## src/hw/sas_pkg.sv

```systemverilog
// sas_pkg: shared constants for the converter scan sequencer
// assumes a 10 MHz system clock and an APB master with 32-bit data
package sas_pkg;
  localparam int RES_W = 12;           // result width
  localparam int NCH = 8;              // channels per converter
  localparam int CONV_MIN_CLK = 18;    // least converter clocks per conversion
  localparam int CLK_HZ = 10000000;
  localparam int MAX_CONV_HZ = 36000000;
  // register byte offsets
  localparam logic [7:0] OFS_CTRL = 8'h00;
  localparam logic [7:0] OFS_CHEN = 8'h04;
  localparam logic [7:0] OFS_CHDIFF = 8'h08;
  localparam logic [7:0] OFS_SAMPLE = 8'h0C;
  localparam logic [7:0] OFS_LIMLO = 8'h10;
  localparam logic [7:0] OFS_LIMHI = 8'h14;
  localparam logic [7:0] OFS_STATUS = 8'h18;
  localparam logic [7:0] OFS_FIFO = 8'h1C;
  localparam logic [7:0] OFS_RES0 = 8'h20;
  // ctrl fields
  localparam int CTRL_EN = 0;
  localparam int CTRL_CONT = 1;
  localparam int CTRL_REF_LO = 2;      // two bits: reference select
  localparam int CTRL_LPCLK = 4;       // deep sleep clock: 0 2 MHz, 1 8 MHz
  localparam int CTRL_TEMP_EN = 5;
  localparam int CTRL_MUXBUS = 6;
  localparam int CTRL_LIM_BELOW = 7;
  localparam int CTRL_LIM_ABOVE = 8;
  localparam int CTRL_TEMP_CH_LO = 9;  // three bits: channel replaced by temp sensor
  // status bits; done and range are write one to clear, busy is read only
  localparam int ST_DONE = 0;
  localparam int ST_RANGE = 1;
  localparam int ST_BUSY = 2;
  typedef enum logic [1:0] {SAS_REF_VDDA, SAS_REF_HALF, SAS_REF_BANDGAP, SAS_REF_EXT} sas_ref_t;
  localparam logic [31:0] CTRL_RST = 32'h0;
  localparam logic [15:0] SAMPLE_RST = 16'h0004;
endpackage

```

## src/hw/sas_fifo.sv

```systemverilog
// sas_fifo: small valid/ready FIFO for conversion results
// assumes one clock and an asynchronous active high reset
`timescale 1ns/1ps
`default_nettype none
module sas_fifo #(
  parameter int W = 16,
  parameter int D = 4
) (
  input  wire logic         clk,     // clock
  input  wire logic         reset,   // async reset
  input  wire logic [W-1:0] in_data, // write data
  input  wire logic         in_valid,// write request
  output logic              in_ready,// space left
  output logic [W-1:0]      out_data,// head word
  output logic              out_valid,// not empty
  input  wire logic         out_ready // reader takes
);
  localparam int AW = $clog2(D);
  if (D < 2 || (1 << AW) != D) begin : g_bad_depth
    $error("depth must be a power of two");
  end
  logic [W-1:0] mem [D];
  logic [AW:0]  wp_reg, rp_reg;
  wire push = in_valid && in_ready;
  wire pop  = out_valid && out_ready;
  // honest full/empty from pointer wrap bit
  assign in_ready  = !((wp_reg[AW] != rp_reg[AW]) && (wp_reg[AW-1:0] == rp_reg[AW-1:0]));
  assign out_valid = wp_reg != rp_reg;
  assign out_data  = mem[rp_reg[AW-1:0]];
  always_ff @(posedge clk or posedge reset) begin
    if (reset) begin
      wp_reg <= '0;
      rp_reg <= '0;
    end else begin
      if (push) wp_reg <= wp_reg + 1'b1;
      if (pop) rp_reg <= rp_reg + 1'b1;
    end
  end
  // storage has no reset, only written on push
  always_ff @(posedge clk) begin
    if (push) mem[wp_reg[AW-1:0]] <= in_data;
  end
endmodule // sas_fifo
`default_nettype wire

```

## src/hw/sas_top.sv

```systemverilog
// sas_top: scan sequencer and conversion timing for a 12-bit SAR converter
// assumes an APB master, an analog front end answering with a result and done pulse
//
// The address map and the APB interface to the registers were chosen for this implementation.
`timescale 1ns/1ps
`default_nettype none
module sas_top
  import sas_pkg::*;
#(
  parameter int FIFO_D = 4
) (
  input  wire logic              clk,          // 10 MHz clock
  input  wire logic              reset,        // async reset, active high
  input  wire logic [7:0]        paddr,        // apb address
  input  wire logic              psel,         // apb select
  input  wire logic              penable,      // apb enable
  input  wire logic              pwrite,       // apb direction
  input  wire logic [31:0]       pwdata,       // apb write data
  output logic [31:0]            prdata,       // apb read data
  output logic                   pready,       // apb ready
  output logic                   pslverr,      // apb error
  input  wire logic              deep_sleep,   // system deep sleep level
  input  wire logic              hibernate,    // system hibernate level
  input  wire logic              sync_in,      // shared sampling instant, from pin
  output logic                   sync_out,     // our sampling instant to the peer
  output logic                   irq,          // combined interrupt
  output logic                   fe_sample,    // front end tracking input
  output logic                   fe_convert,   // front end start conversion pulse
  output logic [2:0]             fe_chan,      // selected input channel
  output logic                   fe_diff,      // differential input
  output logic [1:0]             fe_ref,       // reference select
  output logic                   fe_temp_en,   // temperature diode bias
  output logic                   fe_temp_sel,  // temperature diode on the input
  output logic                   fe_mux_bus,   // shared_analog_mux_bus on the input
  output logic                   fe_lp_clk_sel,// low_power_oscillator 8 MHz when high
  output logic                   fe_lp_mode,   // run from low_power_oscillator
  input  wire logic [RES_W-1:0]  fe_result,    // conversion result
  input  wire logic              fe_done       // result valid pulse
);
  // refuse settings the logic cannot serve, before anything runs
  if (FIFO_D < 2) begin : g_bad_fifo
    $error("fifo depth too small");
  end
  // converter clock ratio; the extra cycle covers what integer division drops
  localparam int CONV_CYC = CONV_MIN_CLK * CLK_HZ / MAX_CONV_HZ + 1;
  if (CLK_HZ > MAX_CONV_HZ) begin : g_bad_clk
    $error("clock above converter limit");
  end
  // channel numbers are three bits wide and the spacing count eight
  if (NCH != 8 || CONV_CYC > 255) begin : g_bad_width
    $error("channel count or conversion spacing out of range");
  end

  typedef enum logic [1:0] {SAS_IDLE, SAS_SAMPLE, SAS_CONV} sas_state_t;
  sas_state_t st_reg;
  logic [31:0] ctrl_reg;
  logic [NCH-1:0] chen_reg, chdiff_reg;
  logic [15:0] samp_reg, cnt_reg;
  logic [RES_W-1:0] limlo_reg, limhi_reg;
  logic [RES_W-1:0] res_reg [NCH];
  logic [2:0] ch_reg, conv_ch_reg;
  logic [NCH-1:0] seen_reg;
  logic done_reg, range_reg, pready_reg, stall_reg;
  logic [31:0] prdata_reg;
  logic [2:0] sync_ff;
  logic sync_reg, sync_out_reg, conv_pulse_reg;
  logic [7:0] ccnt_reg;

  // sync input: three stages, change counts once the last two agree
  always_ff @(posedge clk or posedge reset) begin
    if (reset) sync_ff <= '0;
    else sync_ff <= {sync_ff[1:0], sync_in};
  end
  always_ff @(posedge clk or posedge reset) begin
    if (reset) sync_reg <= 1'b0;
    else if (sync_ff[2] == sync_ff[1]) sync_reg <= sync_ff[2];
  end
  // one cycle pulse: sync_reg only follows once the last two stages agree
  wire sync_rise = sync_ff[1] && sync_ff[2] && !sync_reg;

  // control decode
  wire en        = ctrl_reg[CTRL_EN] && !hibernate;
  wire sync_mode = ctrl_reg[CTRL_CONT] == 1'b0;
  wire [2:0] temp_ch = ctrl_reg[CTRL_TEMP_CH_LO +: 3];
  wire temp_on   = ctrl_reg[CTRL_TEMP_EN];
  // next enabled channel after the current one, wrapping round
  logic [2:0] nxt_ch;
  always_comb begin
    nxt_ch = ch_reg;
    for (int i = NCH - 1; i >= 1; i--) begin
      if (chen_reg[3'(ch_reg + 3'(i))]) begin
        nxt_ch = 3'(ch_reg + 3'(i));
      end
    end
  end
  logic [2:0] first_ch;
  always_comb begin
    first_ch = '0;
    for (int i = NCH - 1; i >= 0; i--) if (chen_reg[i]) first_ch = 3'(i);
  end

  // result path through the fifo; stalls the sequencer when full
  logic fifo_in_ready, fifo_out_valid;
  logic [15:0] fifo_out_data;
  // pop when the read completes; the head was latched into prdata a cycle before
  wire fifo_pop = psel && penable && !pwrite && pready_reg && paddr == OFS_FIFO;
  sas_fifo #(.W(16), .D(FIFO_D)) u_fifo (
    .clk      (clk),
    .reset    (reset),
    .in_data  ({1'b0, conv_ch_reg, fe_result}),
    .in_valid (fe_done && st_reg != SAS_IDLE),
    .in_ready (fifo_in_ready),
    .out_data (fifo_out_data),
    .out_valid(fifo_out_valid),
    .out_ready(fifo_pop)
  );

  // limit comparison on each result as it lands
  wire below = ctrl_reg[CTRL_LIM_BELOW] && fe_result < limlo_reg;
  wire above = ctrl_reg[CTRL_LIM_ABOVE] && fe_result > limhi_reg;
  wire res_in = fe_done && st_reg != SAS_IDLE;
  wire range_hit = res_in && (below || above);
  wire scan_end = res_in && ((seen_reg | (NCH'(1) << conv_ch_reg)) & chen_reg) == chen_reg;

  // apb access
  wire acc = psel && penable && pready_reg;
  wire wr = acc && pwrite;
  wire wr_status = wr && paddr == OFS_STATUS;
  wire start_ok = en && |chen_reg && fifo_in_ready && (!sync_mode || sync_rise);

  // sequencer: sample window, then conversion of ch while next channel samples
  always_ff @(posedge clk or posedge reset) begin
    if (reset) begin
      st_reg <= SAS_IDLE;
      cnt_reg <= '0;
      ch_reg <= '0;
      conv_ch_reg <= '0;
      conv_pulse_reg <= 1'b0;
      ccnt_reg <= '0;
    end else begin
      conv_pulse_reg <= 1'b0;
      case (st_reg)
        SAS_IDLE: begin
          if (start_ok) begin
            st_reg <= SAS_SAMPLE;
            ch_reg <= first_ch;
            cnt_reg <= samp_reg;
          end
        end
        SAS_SAMPLE: begin
          // spacing count runs here too, or a quick front end would leave it
          // stuck above zero and stall the scan for good
          if (ccnt_reg != 0) ccnt_reg <= ccnt_reg - 8'd1;
          if (!en) st_reg <= SAS_IDLE;
          else if (cnt_reg != 0) cnt_reg <= cnt_reg - 16'd1;
          else if (ccnt_reg == 0 && fifo_in_ready) begin
            st_reg <= SAS_CONV;
            conv_ch_reg <= ch_reg;
            conv_pulse_reg <= 1'b1;
            ccnt_reg <= 8'(CONV_CYC);
            ch_reg <= nxt_ch;
            cnt_reg <= samp_reg;
          end
        end
        SAS_CONV: begin
          // next channel samples during this conversion: no gap
          if (cnt_reg != 0) cnt_reg <= cnt_reg - 16'd1;
          if (ccnt_reg != 0) ccnt_reg <= ccnt_reg - 8'd1;
          if (!en) st_reg <= SAS_IDLE;
          else if (res_in) begin
            if (scan_end && !ctrl_reg[CTRL_CONT] && !sync_mode) st_reg <= SAS_IDLE;
            else if (scan_end && sync_mode) st_reg <= SAS_IDLE;
            else st_reg <= SAS_SAMPLE;
          end
        end
        default: st_reg <= SAS_IDLE;
      endcase
    end
  end

  // per channel results and scan coverage
  always_ff @(posedge clk or posedge reset) begin
    if (reset) begin
      seen_reg <= '0;
      for (int i = 0; i < NCH; i++) res_reg[i] <= '0;
    end else if (res_in) begin
      res_reg[conv_ch_reg] <= fe_result;
      seen_reg <= scan_end ? '0 : seen_reg | (NCH'(1) << conv_ch_reg);
    end else if (st_reg == SAS_IDLE) begin
      seen_reg <= '0;
    end
  end

  // status flags: hardware set wins over write-one-to-clear
  always_ff @(posedge clk or posedge reset) begin
    if (reset) begin
      done_reg <= 1'b0;
      range_reg <= 1'b0;
    end else begin
      done_reg <= scan_end || (done_reg && !(wr_status && pwdata[ST_DONE]));
      range_reg <= range_hit || (range_reg && !(wr_status && pwdata[ST_RANGE]));
    end
  end

  // register writes
  always_ff @(posedge clk or posedge reset) begin
    if (reset) begin
      ctrl_reg <= CTRL_RST;
      chen_reg <= '0;
      chdiff_reg <= '0;
      samp_reg <= SAMPLE_RST;
      limlo_reg <= '0;
      limhi_reg <= '1;
    end else if (wr) begin
      if (paddr == OFS_CTRL) ctrl_reg <= pwdata;
      else if (paddr == OFS_CHEN) chen_reg <= pwdata[NCH-1:0];
      else if (paddr == OFS_CHDIFF) chdiff_reg <= pwdata[NCH-1:0];
      else if (paddr == OFS_SAMPLE) samp_reg <= pwdata[15:0];
      else if (paddr == OFS_LIMLO) limlo_reg <= pwdata[RES_W-1:0];
      else if (paddr == OFS_LIMHI) limhi_reg <= pwdata[RES_W-1:0];
    end
  end

  // read mux and decode of unmapped addresses
  wire is_res = paddr >= OFS_RES0 && paddr < OFS_RES0 + 8'(4 * NCH) && paddr[1:0] == 2'b00;
  wire [2:0] res_idx = 3'(paddr[7:2] - OFS_RES0[7:2]);
  wire mapped = paddr <= OFS_FIFO && paddr[1:0] == 2'b00 || is_res;
  logic [31:0] rd_mux;
  always_comb begin
    rd_mux = 32'h0;
    if (paddr == OFS_CTRL) rd_mux = ctrl_reg;
    else if (paddr == OFS_CHEN) rd_mux = 32'(chen_reg);
    else if (paddr == OFS_CHDIFF) rd_mux = 32'(chdiff_reg);
    else if (paddr == OFS_SAMPLE) rd_mux = 32'(samp_reg);
    else if (paddr == OFS_LIMLO) rd_mux = 32'(limlo_reg);
    else if (paddr == OFS_LIMHI) rd_mux = 32'(limhi_reg);
    else if (paddr == OFS_STATUS) rd_mux = {29'h0, st_reg != SAS_IDLE, range_reg, done_reg};
    else if (paddr == OFS_FIFO) rd_mux = {fifo_out_valid, 15'h0, fifo_out_data};
    else if (is_res) rd_mux = 32'(res_reg[res_idx]);
  end

  // one wait state: ready in the second access cycle
  always_ff @(posedge clk or posedge reset) begin
    if (reset) begin
      pready_reg <= 1'b0;
      prdata_reg <= 32'h0;
      stall_reg <= 1'b0;
    end else begin
      pready_reg <= psel && penable && !pready_reg;
      prdata_reg <= (psel && penable && !pready_reg && !pwrite) ? rd_mux : prdata_reg;
      stall_reg <= psel && penable && !pready_reg && !mapped;
    end
  end
  assign pready = pready_reg;
  assign prdata = prdata_reg;
  // error flag is its own flop, raised only alongside ready
  assign pslverr = stall_reg;

  // front end drive, all registered
  always_ff @(posedge clk or posedge reset) begin
    if (reset) begin
      fe_sample <= 1'b0;
      fe_chan <= '0;
      fe_diff <= 1'b0;
      fe_ref <= SAS_REF_VDDA;
      fe_temp_en <= 1'b0;
      fe_temp_sel <= 1'b0;
      fe_mux_bus <= 1'b0;
      fe_lp_clk_sel <= 1'b0;
      fe_lp_mode <= 1'b0;
      sync_out_reg <= 1'b0;
      irq <= 1'b0;
    end else begin
      fe_sample <= en && st_reg != SAS_IDLE;
      fe_chan <= ch_reg;
      fe_diff <= chdiff_reg[ch_reg];
      fe_ref <= ctrl_reg[CTRL_REF_LO +: 2];
      fe_temp_en <= temp_on;
      fe_temp_sel <= temp_on && chen_reg[temp_ch] && ch_reg == temp_ch;
      fe_mux_bus <= ctrl_reg[CTRL_MUXBUS];
      fe_lp_clk_sel <= ctrl_reg[CTRL_LPCLK];
      fe_lp_mode <= deep_sleep && en;
      sync_out_reg <= start_ok && st_reg == SAS_IDLE;
      irq <= done_reg || range_reg;
    end
  end
  assign fe_convert = conv_pulse_reg;
  assign sync_out = sync_out_reg;
endmodule // sas_top
`default_nettype wire

```

## config.mk

```make
export PLATFORM = sky130hd
export DESIGN_NAME = sas_top
export DESIGN_NICKNAME = d
export VERILOG_FILES = /design/src/hw/sas_pkg.sv /design/src/hw/sas_fifo.sv /design/src/hw/sas_top.sv
export SDC_FILE = /design/constraint.sdc
export NUM_CORES = 1
export LEC_CHECK = 0
export BUFFER_PORTS_ARGS = -buffer_cell sky130_fd_sc_hd__buf_2
export CAP_MARGIN = 20
export CORE_MARGIN = 4
export CORE_UTILIZATION = 45
export DETAILED_ROUTE_END_ITERATION = 10
export PLACE_DENSITY_LB_ADDON = 0.3
export SLEW_MARGIN = 20
export SYNTH_ARGS = -nofsm -noshare
export SYNTH_HDL_FRONTEND = slang
export SYNTH_SLANG_ARGS = --single-unit
```

## constraint.sdc

```tcl
create_clock -name clk -period 20.1 [get_ports clk]
set_clock_uncertainty 0.05 [all_clocks]
set_input_delay 1.005 -clock clk [delete_from_list [all_inputs] [get_ports clk]]
set_output_delay 1.005 -clock clk [all_outputs]
set_load 0.01 [all_outputs]
```

Word-level counts from Yosys, hierarchy flattened
Memories as Yosys holds them, arrays and structs flattened.
Cells that the tools add are included.
- muxes and demuxes: 82
- shift operators: 1
- reduce and logical (&&, ||, !) cells: 78
- bitwise operators: 11
- add/sub/neg operators: 12
- magnitude comparators: 17
- eq/ne operators: 25
- operators by type and width (cell ; number):
    32-bit two-way mux ; 8
    96-bit bitwise mux ; 1
    16-bit two-way mux ; 5
    3-bit two-way mux ; 19
    8-bit two-way mux ; 7
    12-bit two-way mux ; 4
    16-bit one-hot mux with 3 select lines ; 1
    1-bit logical AND ; 41
    12-bit binary-select mux with 3-bit select ; 1
    12-bit demux with 3-bit select ; 1
    3-bit by 4-bit less-than comparator with 1-bit output, second input constant ; 9
    8-bit by 5-bit equality test with 1-bit output, second input constant ; 4
    1-bit binary-select mux with 3-bit select ; 9
    1-bit two-way mux ; 17
    8-bit by 4-bit equality test with 1-bit output, second input constant ; 2
    8-bit logical NOT ; 2
    8-bit one-hot mux with 2 select lines ; 1
    16-bit nonzero test ; 1
    16-bit by 1-bit subtractor with 16-bit output, second input constant ; 1
    3-bit adder, second input constant ; 4
    12-bit greater-than comparator ; 1
    12-bit less-than comparator ; 1
    2-bit two-way mux ; 6
    3-bit != test, second input constant ; 4
    40 further kinds ; 76
- memories: 1
- memory bits (writable): 60
- output and inout bits: 49
- logic and storage cells: 268
- input port bits: 61
- register bits: 285
- memories (memory ; depth ; bits a word ; read ports ; clocked after memory_dff ; write ports ; line ; RTL):
    u_fifo.mem ; 4 ; 15 ; 1 ; 0 ; 1 ; sas_fifo.sv:22 ; logic [W-1:0] mem [D];

Longest topological paths before layout
Gate-level depths: netlist of the first run.
- depth after elaboration: 14
- gate-level depth with buffers: 12
- depth with buffers taken out: 9

Modules after synthesis
Synthesis of the first run repeated with hierarchy kept, for this count alone.
- cells, all modules: 1393
- area, all modules: 16932.5 sq um
- by module, submodules not included (module ; sequential area each (sq um) ; cells an instance ; area an instance (sq um) ; instances):
    sas_top ; 6998.0 ; 1261 ; 14122.3 ; 1
    sas_fifo ; 2072.0 ; 132 ; 2810.2 ; 1

Worst setup path before layout of the first run
OpenSTA, ideal clock, no wires.
- path type: reg-to-reg
- start: register ch_reg[1]
- end: register ch_reg[1]
- required time: 19.925 ns
- setup time: 0.125 ns
- data arrival time: 3.168 ns
- clock period less this slack: 3.343 ns
- stages on the path, launching flop included: 12
- slack: 16.757 ns
- path buffers: 3
- cells stage by stage: dfrtp_1 clkbuf_1 clkbuf_1 inv_1 ha_1 clkbuf_1 mux4_2 nor4_1 nand2_1 o211a_1 o31ai_1 mux2_2
- cells in the longest elaborated chain, start to end: 13
- elaborated cells between the ends (all ways): 34
- classes of those cells: add/sub (7); eq/ne (1); mux (25); reduce/logical (1)
- ends and longest elaborated chain (element ; line ; RTL):
    start, declared ; sas_top.sv:61 ; logic [2:0] ch_reg, conv_ch_reg;
    start signal, assigned ; sas_top.sv:146 ; ch_reg <= first_ch;
    start signal, assigned ; sas_top.sv:161 ; ch_reg <= nxt_ch;
    3-bit adder ; sas_top.sv:91, sas_top.sv:92 ;
    1-bit binary-select mux with 3-bit select ; sas_top.sv:91 ; if (chen_reg[3'(ch_reg + 3'(i))]) begin
    1-bit two-way mux (not written as such) ; sas_top.sv:91 ;
    3-bit two-way mux (6 in a row) ; sas_top.sv:91 ;
    3-bit two-way mux ; sas_top.sv:156 ; else if (ccnt_reg == 0 && fifo_in_ready) begin
    3-bit two-way mux ; sas_top.sv:155 ; else if (cnt_reg != 0) cnt_reg <= cnt_reg - 16'd1;
    3-bit two-way mux ; sas_top.sv:154 ; if (!en) st_reg <= SAS_IDLE;
    3-bit one-hot mux with 2 select lines ; sas_top.sv:142 ; case (st_reg)
Parallel ways exist; a longest one is shown, timed or not. The select of a mux whose other input is x is not followed.
A chain may end at the register's enable or synchronous reset.

Final worst setup path of the first run
- start: register ch_reg[0]
- end: register ch_reg[1]
The elaborated chain is that of the path after synthesis.

==> metrics.yaml, run 1 <==
layout:
  n_fill_cell: 3215
  drive_above_1_share: 0.287
  regArea_sq_um: 8950
  nets: 1583
  multiInputGateArea_sq_um: 7400
  layout_common_cells: "dfrtp_1, nand2_1, mux2_2"
  final_common_cell: "dfrtp_1"
  areaGrowthSynthToFinish_pct: 13.6
  largest_reg_flops: 96
hold_path:
  hp-start: "sync_ff[0]"
  holdPathEnd: "sync_ff[1]"
  hold_depth: 0
  worst_hold_path_type: "flip-flop to flip-flop"
synth:
  syn_area_sq_um: 16900
  synth_nets: 1495
  synth.distinct_cells: 74
  synthMuxAreaShare: 0.199
  synth_flop_cell: "dfrtp_1"
  syn_inst: 1396
  synth_xor_area_frac: 0.00935
  synthAdderAreaFrac: 0.0282
  synth_top_family_by_area: "multiplexers"
  synth_edf_count: 60
  synth_compound_area_frac: 0.0993
  yosysSeqAreaShare: 0.531
  yosys_warnings: 0
  synthArstFlopShare: 0.826
  synth_simple_gate_area_frac: 0.103
  avgSynthCellArea_sq_um: 12.1
  synth-seq-cells: 345
floorplan:
  io_pins: 110
  die_y_microns: 202
  fp.dieW_microns: 202
  die_area_sq_um: 40600
  core_sq_um: 36800
  rows: 70
  initial_core_util: 0.458
timing:
  drv_slew: 0
  finalHoldViolations: 0
  grt_setup_unrepaired: "no"
  whs_ps: 296
  setup_viol: 0
  worst_slew_pin_slew_ps: 1070
  setup_tns_ps: 0
  relSlewSlack: 0.279
  timing.final.crit_period_ps: 3600
  clock.fmax_ghz: 0.278
  period_share: 0.179
power_and_ir_drop:
  p_seq_frac: 0.427
  power_switching_mw: 0.569
  internal_power_mw: 1.37
  ir_drop_mv: 0.0799
  combPwrFrac: 0.196
  power-per-cell-area_nw_per_um2: 101
  p_leak_nw: 8.76
  swShare: 0.294
  clkPwrFrac: 0.378
critical_path:
  crit_type: "flip-flop to flip-flop"
  cp_data_required_time_ps: 20530
  r2r_cells: 9
  cp_max_fo: 15
  critPathSlowestCell: "dfrtp_1"
  startpoint_type: "flip-flop"
  r2r_start: "ch_reg[0]"
  cp.arrival_ps: 4020
  worst_setup_path_end_kind: "flip-flop"
  path_depth: 9
  r2r-end: "ch_reg[1]"
  crit_chain: "inv_1 -> ha_1 -> mux4_2 -> mux2_2 -> or3_1 -> a31oi_1 -> nor3_1 -> nor2_1 -> mux2_2"
  path_delay_family: "multiplexers"
  crit_path_frequent_cell: "mux2_2"
  critPathMaxStageDelay_ps: 810
  path_buf_inv: 1
  r2r_setup_slack_ps: 16500
global_routing:
  grt_pass1_wl_microns: 69000
  antenna_found_initial: 2
  track_usage: 0.214
  overflow: 0
  grt_pass1_vias: 11600
  grt_start_max_net_pins: 124
route:
  via_count: 11500
  wl_per_cell_microns: 22.2
  drt_first_pass_iters: 5
  viasPerCell: 5.82
  wl_microns: 44000
  drt_iter0_drc: 990
  detail-route-antenna-nets: 0
  drc: 0
clock_tree:
  post_cts_resized: 0
  cts_setup_buffers: 0
  cts_tree: "yes"
  cts_buffers: 39
  hold_buffers: 0
  root_buffer: "clkbuf_16"
  cts.sinks: 345
  clk_latency_ps: 540
  htreeDepth: 2
  clkTransAtPathRegs_ps: 60
  clockBufferDepth: 3
place:
  gp_congestion: 0.929
  dp_hpwl_microns: 30100
  numPortBuffers: 109
flow_run:
  drv_cap: 0
status:
  status: "finished, final reports clean"
cells by family (layout without fill, tap and decap cells):
family                   after synthesis  after routing
AO/OA/AOI/OAI                        274            274
flip-flops                           345            345
XOR/XNOR                              18             18
buffers and inverters                127            246
other                                  0              1
multiplexers                         239            239
adder cells (fa/ha/maj)               38             38
AND/OR/NAND/NOR                      355            355
per-layer routing:
metal	vias up	track usage	part of all wire
met4	2	0.0579	0.024
met1	5842	0.296	0.44
li1	5259	-	-
met2	370	0.342	0.47
met5	-	0	0.00016
met3	64	0.0530	0.071
stage by stage:
step / setup WS (ps) / instances / total power [mW] / utilization / cell area (sq um)
detailed placement: 16180 / 1911 / 1.22 / 0.484 / 17800
CTS: 16450 / 1983 / 1.95 / 0.520 / 19100
global route: 16190 / 1983 / 2.03 / 0.520 / 19100
floorplan: 11200 / 1396 / 1.10 / - / 16900
finish: 16500 / 1984 / 1.94 / 0.520 / 19100
global placement: 15950 / 1910 / 1.20 / 0.484 / 17800
how the worst max path moves through the flow:
stage | slack, ps | startpoint | end
after floorplan | 11200 | reset | ccnt_reg[0]
after global placement | 15950 | paddr[2] | prdata[0]
after detailed placement | 16180 | paddr[1] | ctrl_reg[22]
after CTS | 16450 | ch_reg[0] | ch_reg[1]
after global routing | 16190 | ch_reg[0] | ch_reg[1]
final | 16500 | ch_reg[0] | ch_reg[1]
power groups by stage:
stage / sequential (mW) / combinational (mW) / clock [mW]
after global routing: 0.834 / 0.422 / 0.776
after global placement: 0.835 / 0.368 / 0
after floorplan: 0.818 / 0.286 / 0
after CTS: 0.826 / 0.379 / 0.746
after detailed placement: 0.838 / 0.379 / 0
final: 0.826 / 0.379 / 0.731
synth_stat cells (6+ instances only):
| master | instances | area (sq um) |
|---|---|---|
| nor4_1 | 7 | 43.8 |
| xnor2_1 | 13 | 114 |
| mux2_2 | 136 | 1530 |
| inv_1 | 48 | 180 |
| dfstp_2 | 13 | 342 |
| mux2i_1 | 22 | 220 |
| buf_2 | 13 | 65.1 |
| ha_1 | 38 | 475 |
| mux2_4 | 30 | 450 |
| edfxtp_1 | 60 | 1800 |
| nor3_1 | 18 | 90.1 |
| a221oi_1 | 6 | 52.6 |
| nand3_1 | 15 | 75.1 |
| a21o_1 | 9 | 67.6 |
| a31oi_1 | 8 | 50.1 |
| a22o_1 | 7 | 61.3 |
| nor2_1 | 74 | 278 |
| nand2_1 | 148 | 556 |
| and3_1 | 6 | 37.5 |
| buf_1 | 10 | 37.5 |
| o21ai_0 | 110 | 551 |
| a32oi_1 | 6 | 52.6 |
| dfrtp_1 | 272 | 6810 |
| mux4_2 | 51 | 1150 |
| nor2b_1 | 10 | 62.6 |
| o21a_1 | 14 | 105 |
| a22oi_1 | 12 | 90.1 |
| a21oi_1 | 61 | 305 |
| or3_1 | 10 | 62.6 |
| clkbuf_1 | 53 | 199 |
| nand2b_1 | 25 | 156 |
final cells by class:
type	instances	area share
Sequential cell	345	0.468
Multi-Input combinational cell	924	0.387
Timing Repair Buffer	126	0.0356
Tap cell	468	0.0306
Clock inverter	15	0.00882
Clock buffer	57	0.0609
Inverter	48	0.00980
Antenna cell	1	0.000131
Power figures use the tool's default switching activity.
==> run 2, diff against run 1 <==
clock period = 3.2 ns   (was 20.1 ns; I/O delays follow)
==> run 2 against run 1 <==
Compared with the run above: fmax up 26%; register-to-register slack got worse by 16000 ps; total power increased to 6.5 times the previous value; worst hold slack worse by 210 ps; critical path depth unchanged; final cell count increased by 4.8%; sequential power rose to 6.2 times the previous value; via count rose by 3.9%; die area is the same; combinational power increased to 6.8 times the previous value; wire length is 2.2% higher; design area grew 4.9%; largest cell class unchanged; largest power group unchanged.
==> metrics.yaml, run 2 (synthesis results as in run 1) <==
status:
  status: "finished, final reports clean"
floorplan:
  die_y_microns: 202  # unchanged
  core_sq_um: 36800  # unchanged
  fp.dieW_microns: 202  # unchanged
  initial_core_util: 0.458  # unchanged
  io_pins: 110  # unchanged
  rows: 70  # unchanged
  die_area_sq_um: 40600  # unchanged
layout:
  n_fill_cell: 3082  # -4.1%
  regArea_sq_um: 8950  # unchanged
  final_common_cell: "dfrtp_1"
  diodes: 0  # -1
  final_util: 0.546  # +0.0257
  stdcell_count: 2079  # +4.8%
  drive_above_1_share: 0.297  # +0.00958
  multiInputGateArea_sq_um: 7400  # about the same
  largest_reg_flops: 96  # unchanged
  nets: 1680  # +6.1%
  stdcell_area_sq_um: 20100  # +4.9%
  layout_common_cells: "dfrtp_1, nand2_1, mux2_2"
  areaGrowthSynthToFinish_pct: 19.2
power_and_ir_drop:
  internal_power_mw: 8.86  # +550%
  p_seq_frac: 0.410  # -0.017
  p_leak_nw: 9.23  # +5.4%
  power_switching_mw: 3.63  # +540%
  swShare: 0.291  # -0.00331
  clkPwrFrac: 0.383  # +0.005
  power-per-cell-area_nw_per_um2: 622  # +510%
  combPwrFrac: 0.207  # +0.011
  ir_drop_mv: 0.475  # +490%
clock_tree:
  cts.sinks: 345  # unchanged
  clkTransAtPathRegs_ps: 60  # about the same
  cts_setup_buffers: 0  # unchanged
  cts_buffers: 39  # unchanged
  clockBufferDepth: 3  # unchanged
  htreeDepth: 2  # unchanged
  root_buffer: "clkbuf_16"
  cts_tree: "yes"
  clk_latency_ps: 570  # +30 ps
timing:
  whs_ps: 84.0  # -212 ps
  clock.fmax_ghz: 0.350  # +26%
  period_share: 0.893  # +0.714
  setup_viol: 0  # unchanged
  worst_slew_pin_slew_ps: 843  # -229 ps
  relSlewSlack: 0.437  # +0.158
  drv_slew: 0  # unchanged
  grt_setup_unrepaired: "no"
  finalHoldViolations: 0  # unchanged
  timing.final.crit_period_ps: 2860  # -738 ps
route:
  drc: 0  # unchanged
  via_count: 12000  # +3.9%
  detail-route-antenna-nets: 0  # unchanged
  drt_first_pass_iters: 5  # unchanged
  wl_microns: 45000  # +2.2%
  wl_per_cell_microns: 21.6  # -2.5%
  viasPerCell: 5.76  # -0.86%
  drt_iter0_drc: 889  # -10%
global_routing:
  grt_use_met1: 0.306  # +0.0104
  track_usage: 0.222  # +0.00746
  antenna_found_initial: 0  # -2
  grt_start_max_net_pins: 84  # -32%
  grt_use_met2: 0.353  # +0.0109
  busiest_layer: "met2"
  grt_pass1_vias: 12300  # +6.0%
  grt_pass1_wl_microns: 71500  # +3.7%
  overflow: 0  # unchanged
  globalRouteMet3Util: 0.0493  # -0.00371
critical_path:
  path_delay_family: "simple AND/OR/NAND/NOR gates"
  crit_chain: "inv_1 -> ha_1 -> or4b_1 -> nor3_2 -> nand2_1 -> o211ai_1 -> buf_4 -> o21ai_0 -> o21ai_0"
  cp.arrival_ps: 3300  # -720 ps
  crit_path_frequent_cell: "o21ai_0"
  cp_max_fo: 18  # +3
  critPathMaxStageDelay_ps: 550  # -260 ps
  critPathSlowestCell: "o211ai_1"
  crit_type: "flip-flop to flip-flop"
  startpoint_type: "flip-flop"
  path_buf_inv: 2  # +1
  cp_data_required_time_ps: 3640  # -16,890 ps
  worst_setup_path_end_kind: "flip-flop"
flow_run:
  drv_cap: 0  # unchanged
place:
  placed_area_sq_um: 18200  # +2.2%
  dp_cells: 1955  # +2.3%
  numPortBuffers: 109  # unchanged
  gp_congestion: 0.909  # -2.2%
  dp_hpwl_microns: 31300  # +3.9%
hold_path:
  worst_hold_path_type: "input pin to flip-flop"
-- run 2: cell types whose count changed in the layout (fill, tap and decap cells not counted), moves of 2 or more --
cell / change
inv_6: +2
clkinv_1: +2
dlygate4sd3_1: +53
buf_4: +41
clkbuf_1: -2
buf_12: +5
buf_6: -2
clkinv_2: -2
bufinv_16: +3
-- run 2: routing by layer --
metal  up-vias  wire [microns]
li1       5467               -
met1      6054           19600
met2       385           21000
met3        79            3010
met4         0            1350
met5         -               0
-- run 2: repair_timing --
action,in CTS,in global routing
hold endpoints to repair,184,0
hold buffers,53,0
gates resized for setup,0,0
-- run 2: worst register-to-register path: stages (launching register included) --
cell and delay [ps]:
dfrtp_1 410, inv_1 90, ha_1 220, or4b_1 490, nor3_2 270, nand2_1 200, o211ai_1 550, buf_4 310
o21ai_0 110, o21ai_0 80
-- run 2: layout make-up --
class                           count  share of cell area
Sequential cell                   345               0.446
Multi-Input combinational cell    924               0.368
Timing Repair Buffer              223              0.0795
Clock buffer                       53              0.0557
Tap cell                          468              0.0291
Clock inverter                     18              0.0125
Inverter                           48             0.00916
-- run 2: final timing paths --
| path | from | to | slack (ps) | cells past startpoint |
|---|---|---|---|---|
| worst max-delay path | cnt_reg[0] | cnt_reg[8] | 340 | 9 |
| worst min-delay path | fe_done | seen_reg[7] | 80 | 4 |
| worst max register to register | cnt_reg[0] | cnt_reg[8] | 340 | 9 |
| worst min register to register | sync_ff[0] | sync_ff[1] | 310 | 0 |
| max in group asynchronous | reset | prdata[18] | 1860 | 4 |
| min in group asynchronous | reset | fe_chan[1] | 260 | 3 |
-- run 2: power by group through the flow --
stage / Sequential (mW) / Combinational [mW] / Clock (mW)
after floorplan: 5.14 / 1.80 / 0
after global placement: 5.18 / 2.50 / 0
after detailed placement: 5.20 / 2.54 / 0
after CTS: 5.12 / 2.60 / 4.87
after global routing: 5.16 / 2.87 / 5.07
final: 5.12 / 2.59 / 4.78
-- run 2: per-stage QoR --
step	setup slack, ps	setup TNS (ps)	power, mW
2_1_floorplan	-777	-211250	6.94
3_3_place_gp	383	0	7.68
3_5_place_dp	398	0	7.74
4_1_cts	360	0	12.6
5_1_grt	102	0	13.1
6_report	341	0	12.5
==> run 3, diff against run 2 <==
CORE_UTILIZATION = 40   (was 45)
==> run 3 against run 2 <==
Compared with the run above: global-route usage down 2.1 points; final cell count rose by 2.6%; non-clock buffer count fell by 9; design area decreased by 0.71%; core utilization down 6.2 points; register-to-register slack got worse by 50 ps; critical path depth is 1 lower.
==> metrics.yaml, run 3 (synthesis results as in run 1) <==
flow_run:
  drv_cap: 0  # unchanged
floorplan:
  die_area_sq_um: 45500  # +12%
  die_y_microns: 213  # +5.8%
  fp.dieW_microns: 213  # +5.8%
  core_sq_um: 41200  # +12%
  io_pins: 110  # unchanged
  rows: 74  # +5.7%
  initial_core_util: 0.409  # -0.0491
critical_path:
  cp.arrival_ps: 3300  # about the same
  crit_type: "flip-flop to flip-flop"
  startpoint_type: "flip-flop"
  r2r_cells: 8  # -1
  cp_max_fo: 8  # -10
  worst_setup_path_end_kind: "flip-flop"
  cp_data_required_time_ps: 3580  # -60 ps
timing:
  timing.final.crit_period_ps: 2910  # +54.8 ps
  setup_tns_ps: 0  # unchanged
  period_share: 0.911  # +0.0171
  drv_slew: 0  # unchanged
  relSlewSlack: 0.451  # +0.0143
  grt_setup_unrepaired: "no"
  setup_viol: 0  # unchanged
  finalHoldViolations: 0  # unchanged
  worst_slew_pin_slew_ps: 822  # -21.4 ps
  clock.fmax_ghz: 0.343  # -1.9%
place:
  dp_hpwl_microns: 31700  # +1.1%
  gp_congestion: 0.941  # +3.5%
  placed_area_sq_um: 18200  # unchanged
  numPortBuffers: 109  # unchanged
route:
  detail-route-antenna-nets: 0  # unchanged
  via_count: 12000  # -0.23%
  drt_iter0_drc: 1050  # +18%
  wl_microns: 45300  # +0.66%
  drc: 0  # unchanged
  wl_per_cell_microns: 21.2  # -1.9%
  drt_first_pass_iters: 5  # unchanged
  viasPerCell: 5.61  # -2.8%
layout:
  nets: 1672  # -0.48%
  final_util: 0.484  # -0.0620
  layout_common_cells: "dfrtp_1, nand2_1, mux2_2"
  final_common_cell: "dfrtp_1"
  stdcell_area_sq_um: 19900  # -0.71%
  diodes: 0  # unchanged
  areaGrowthSynthToFinish_pct: 18.3
  largest_reg_flops: 96  # unchanged
  drive_above_1_share: 0.292  # -0.00502
clock_tree:
  clockBufferDepth: 3  # unchanged
  cts_tree: "yes"
  root_buffer: "clkbuf_16"
  cts.sinks: 345  # unchanged
  clkTransAtPathRegs_ps: 60  # about the same
  htreeDepth: 2  # unchanged
  clk_latency_ps: 550  # -20 ps
  cts_buffers: 40  # +2.6%
global_routing:
  grt_pass1_wl_microns: 71400  # -0.19%
  grt_pass1_vias: 12100  # -1.5%
  grt_start_max_net_pins: 97  # +15%
  track_usage: 0.201  # -0.0206
  overflow: 0  # unchanged
  antenna_found_initial: 0  # unchanged
power_and_ir_drop:
  p_leak_nw: 9.11  # -1.2%
  power-per-cell-area_nw_per_um2: 601  # -3.3%
  ir_drop_mv: 0.405  # -15%
hold_path:
  hold_depth: 4  # unchanged
  worst_hold_path_type: "input pin to flip-flop"
status:
  status: "finished, final reports clean"
run 3: cell count changes in the layout (fill, tap and decap cells not counted), moves of 3 or more:
cell | previous run | this run
buf_4 | 56 | 48
bufinv_16 | 6 | 1
clkbuf_1 | 6 | 9
clkinv_2 | 5 | 10
run 3: layout make-up:
class | instances | area, sq um
repair buffers | 214 | 1520
multi-input cells | 924 | 7400
flip-flops and latches | 345 | 8950
well taps | 532 | 666
inverters | 48 | 184
clock buffers | 54 | 1100
fillers | 3671 | 21300
clock inverters | 16 | 125
run 3: report_power, final:
| part | internal (mW) | switching, mW |
|---|---|---|
| sequential | 4.86 | 0.255 |
| clock | 2.50 | 1.79 |
| combinational | 1.04 | 1.54 |
run 3: worst max-delay path, cell delays in order (launching register included):
cell     delay (ps)
dfrtp_1         340
inv_1           100
ha_1            500
mux4_2          630
nor4_1          350
nand2_1         100
o211a_1         260
o31ai_1          90
mux2_2          370
run 3: timing repair:
action	in CTS	in global routing
hold endpoints to repair	161	0
gates resized for setup	0	0
hold buffers	53	0
buffers inserted	0	0
run 3: metrics by stage:
step,hold slack [ps],cells,setup WS [ps],power [mW]
floorplan,141,1396,-777,6.94
CTS,51.0,2133,327,12.1
global placement,224,2010,414,7.66
global route,103,2133,28.0,12.6
detailed placement,220,2010,333,7.72
finish,80.8,2133,286,12.0
run 3: final timing paths:
check / startpoint / end / slack, ps
worst max-delay path: ch_reg[0] / ch_reg[1] / 290
worst min-delay path: fe_done / seen_reg[7] / 80
worst max register to register: ch_reg[0] / ch_reg[1] / 290
worst min register to register: sync_ff[0] / sync_ff[1] / 300
max in group asynchronous: reset / ctrl_reg[28] / 1830
min in group asynchronous: reset / irq / 260
run 3: layer usage:
| layer | share of wire | global-route usage |
|---|---|---|
| met1 | 0.45 | 0.284 |
| met2 | 0.47 | 0.320 |
| met3 | 0.060 | 0.0376 |
| met4 | 0.026 | 0.0603 |
| met5 | 0 | 0 |
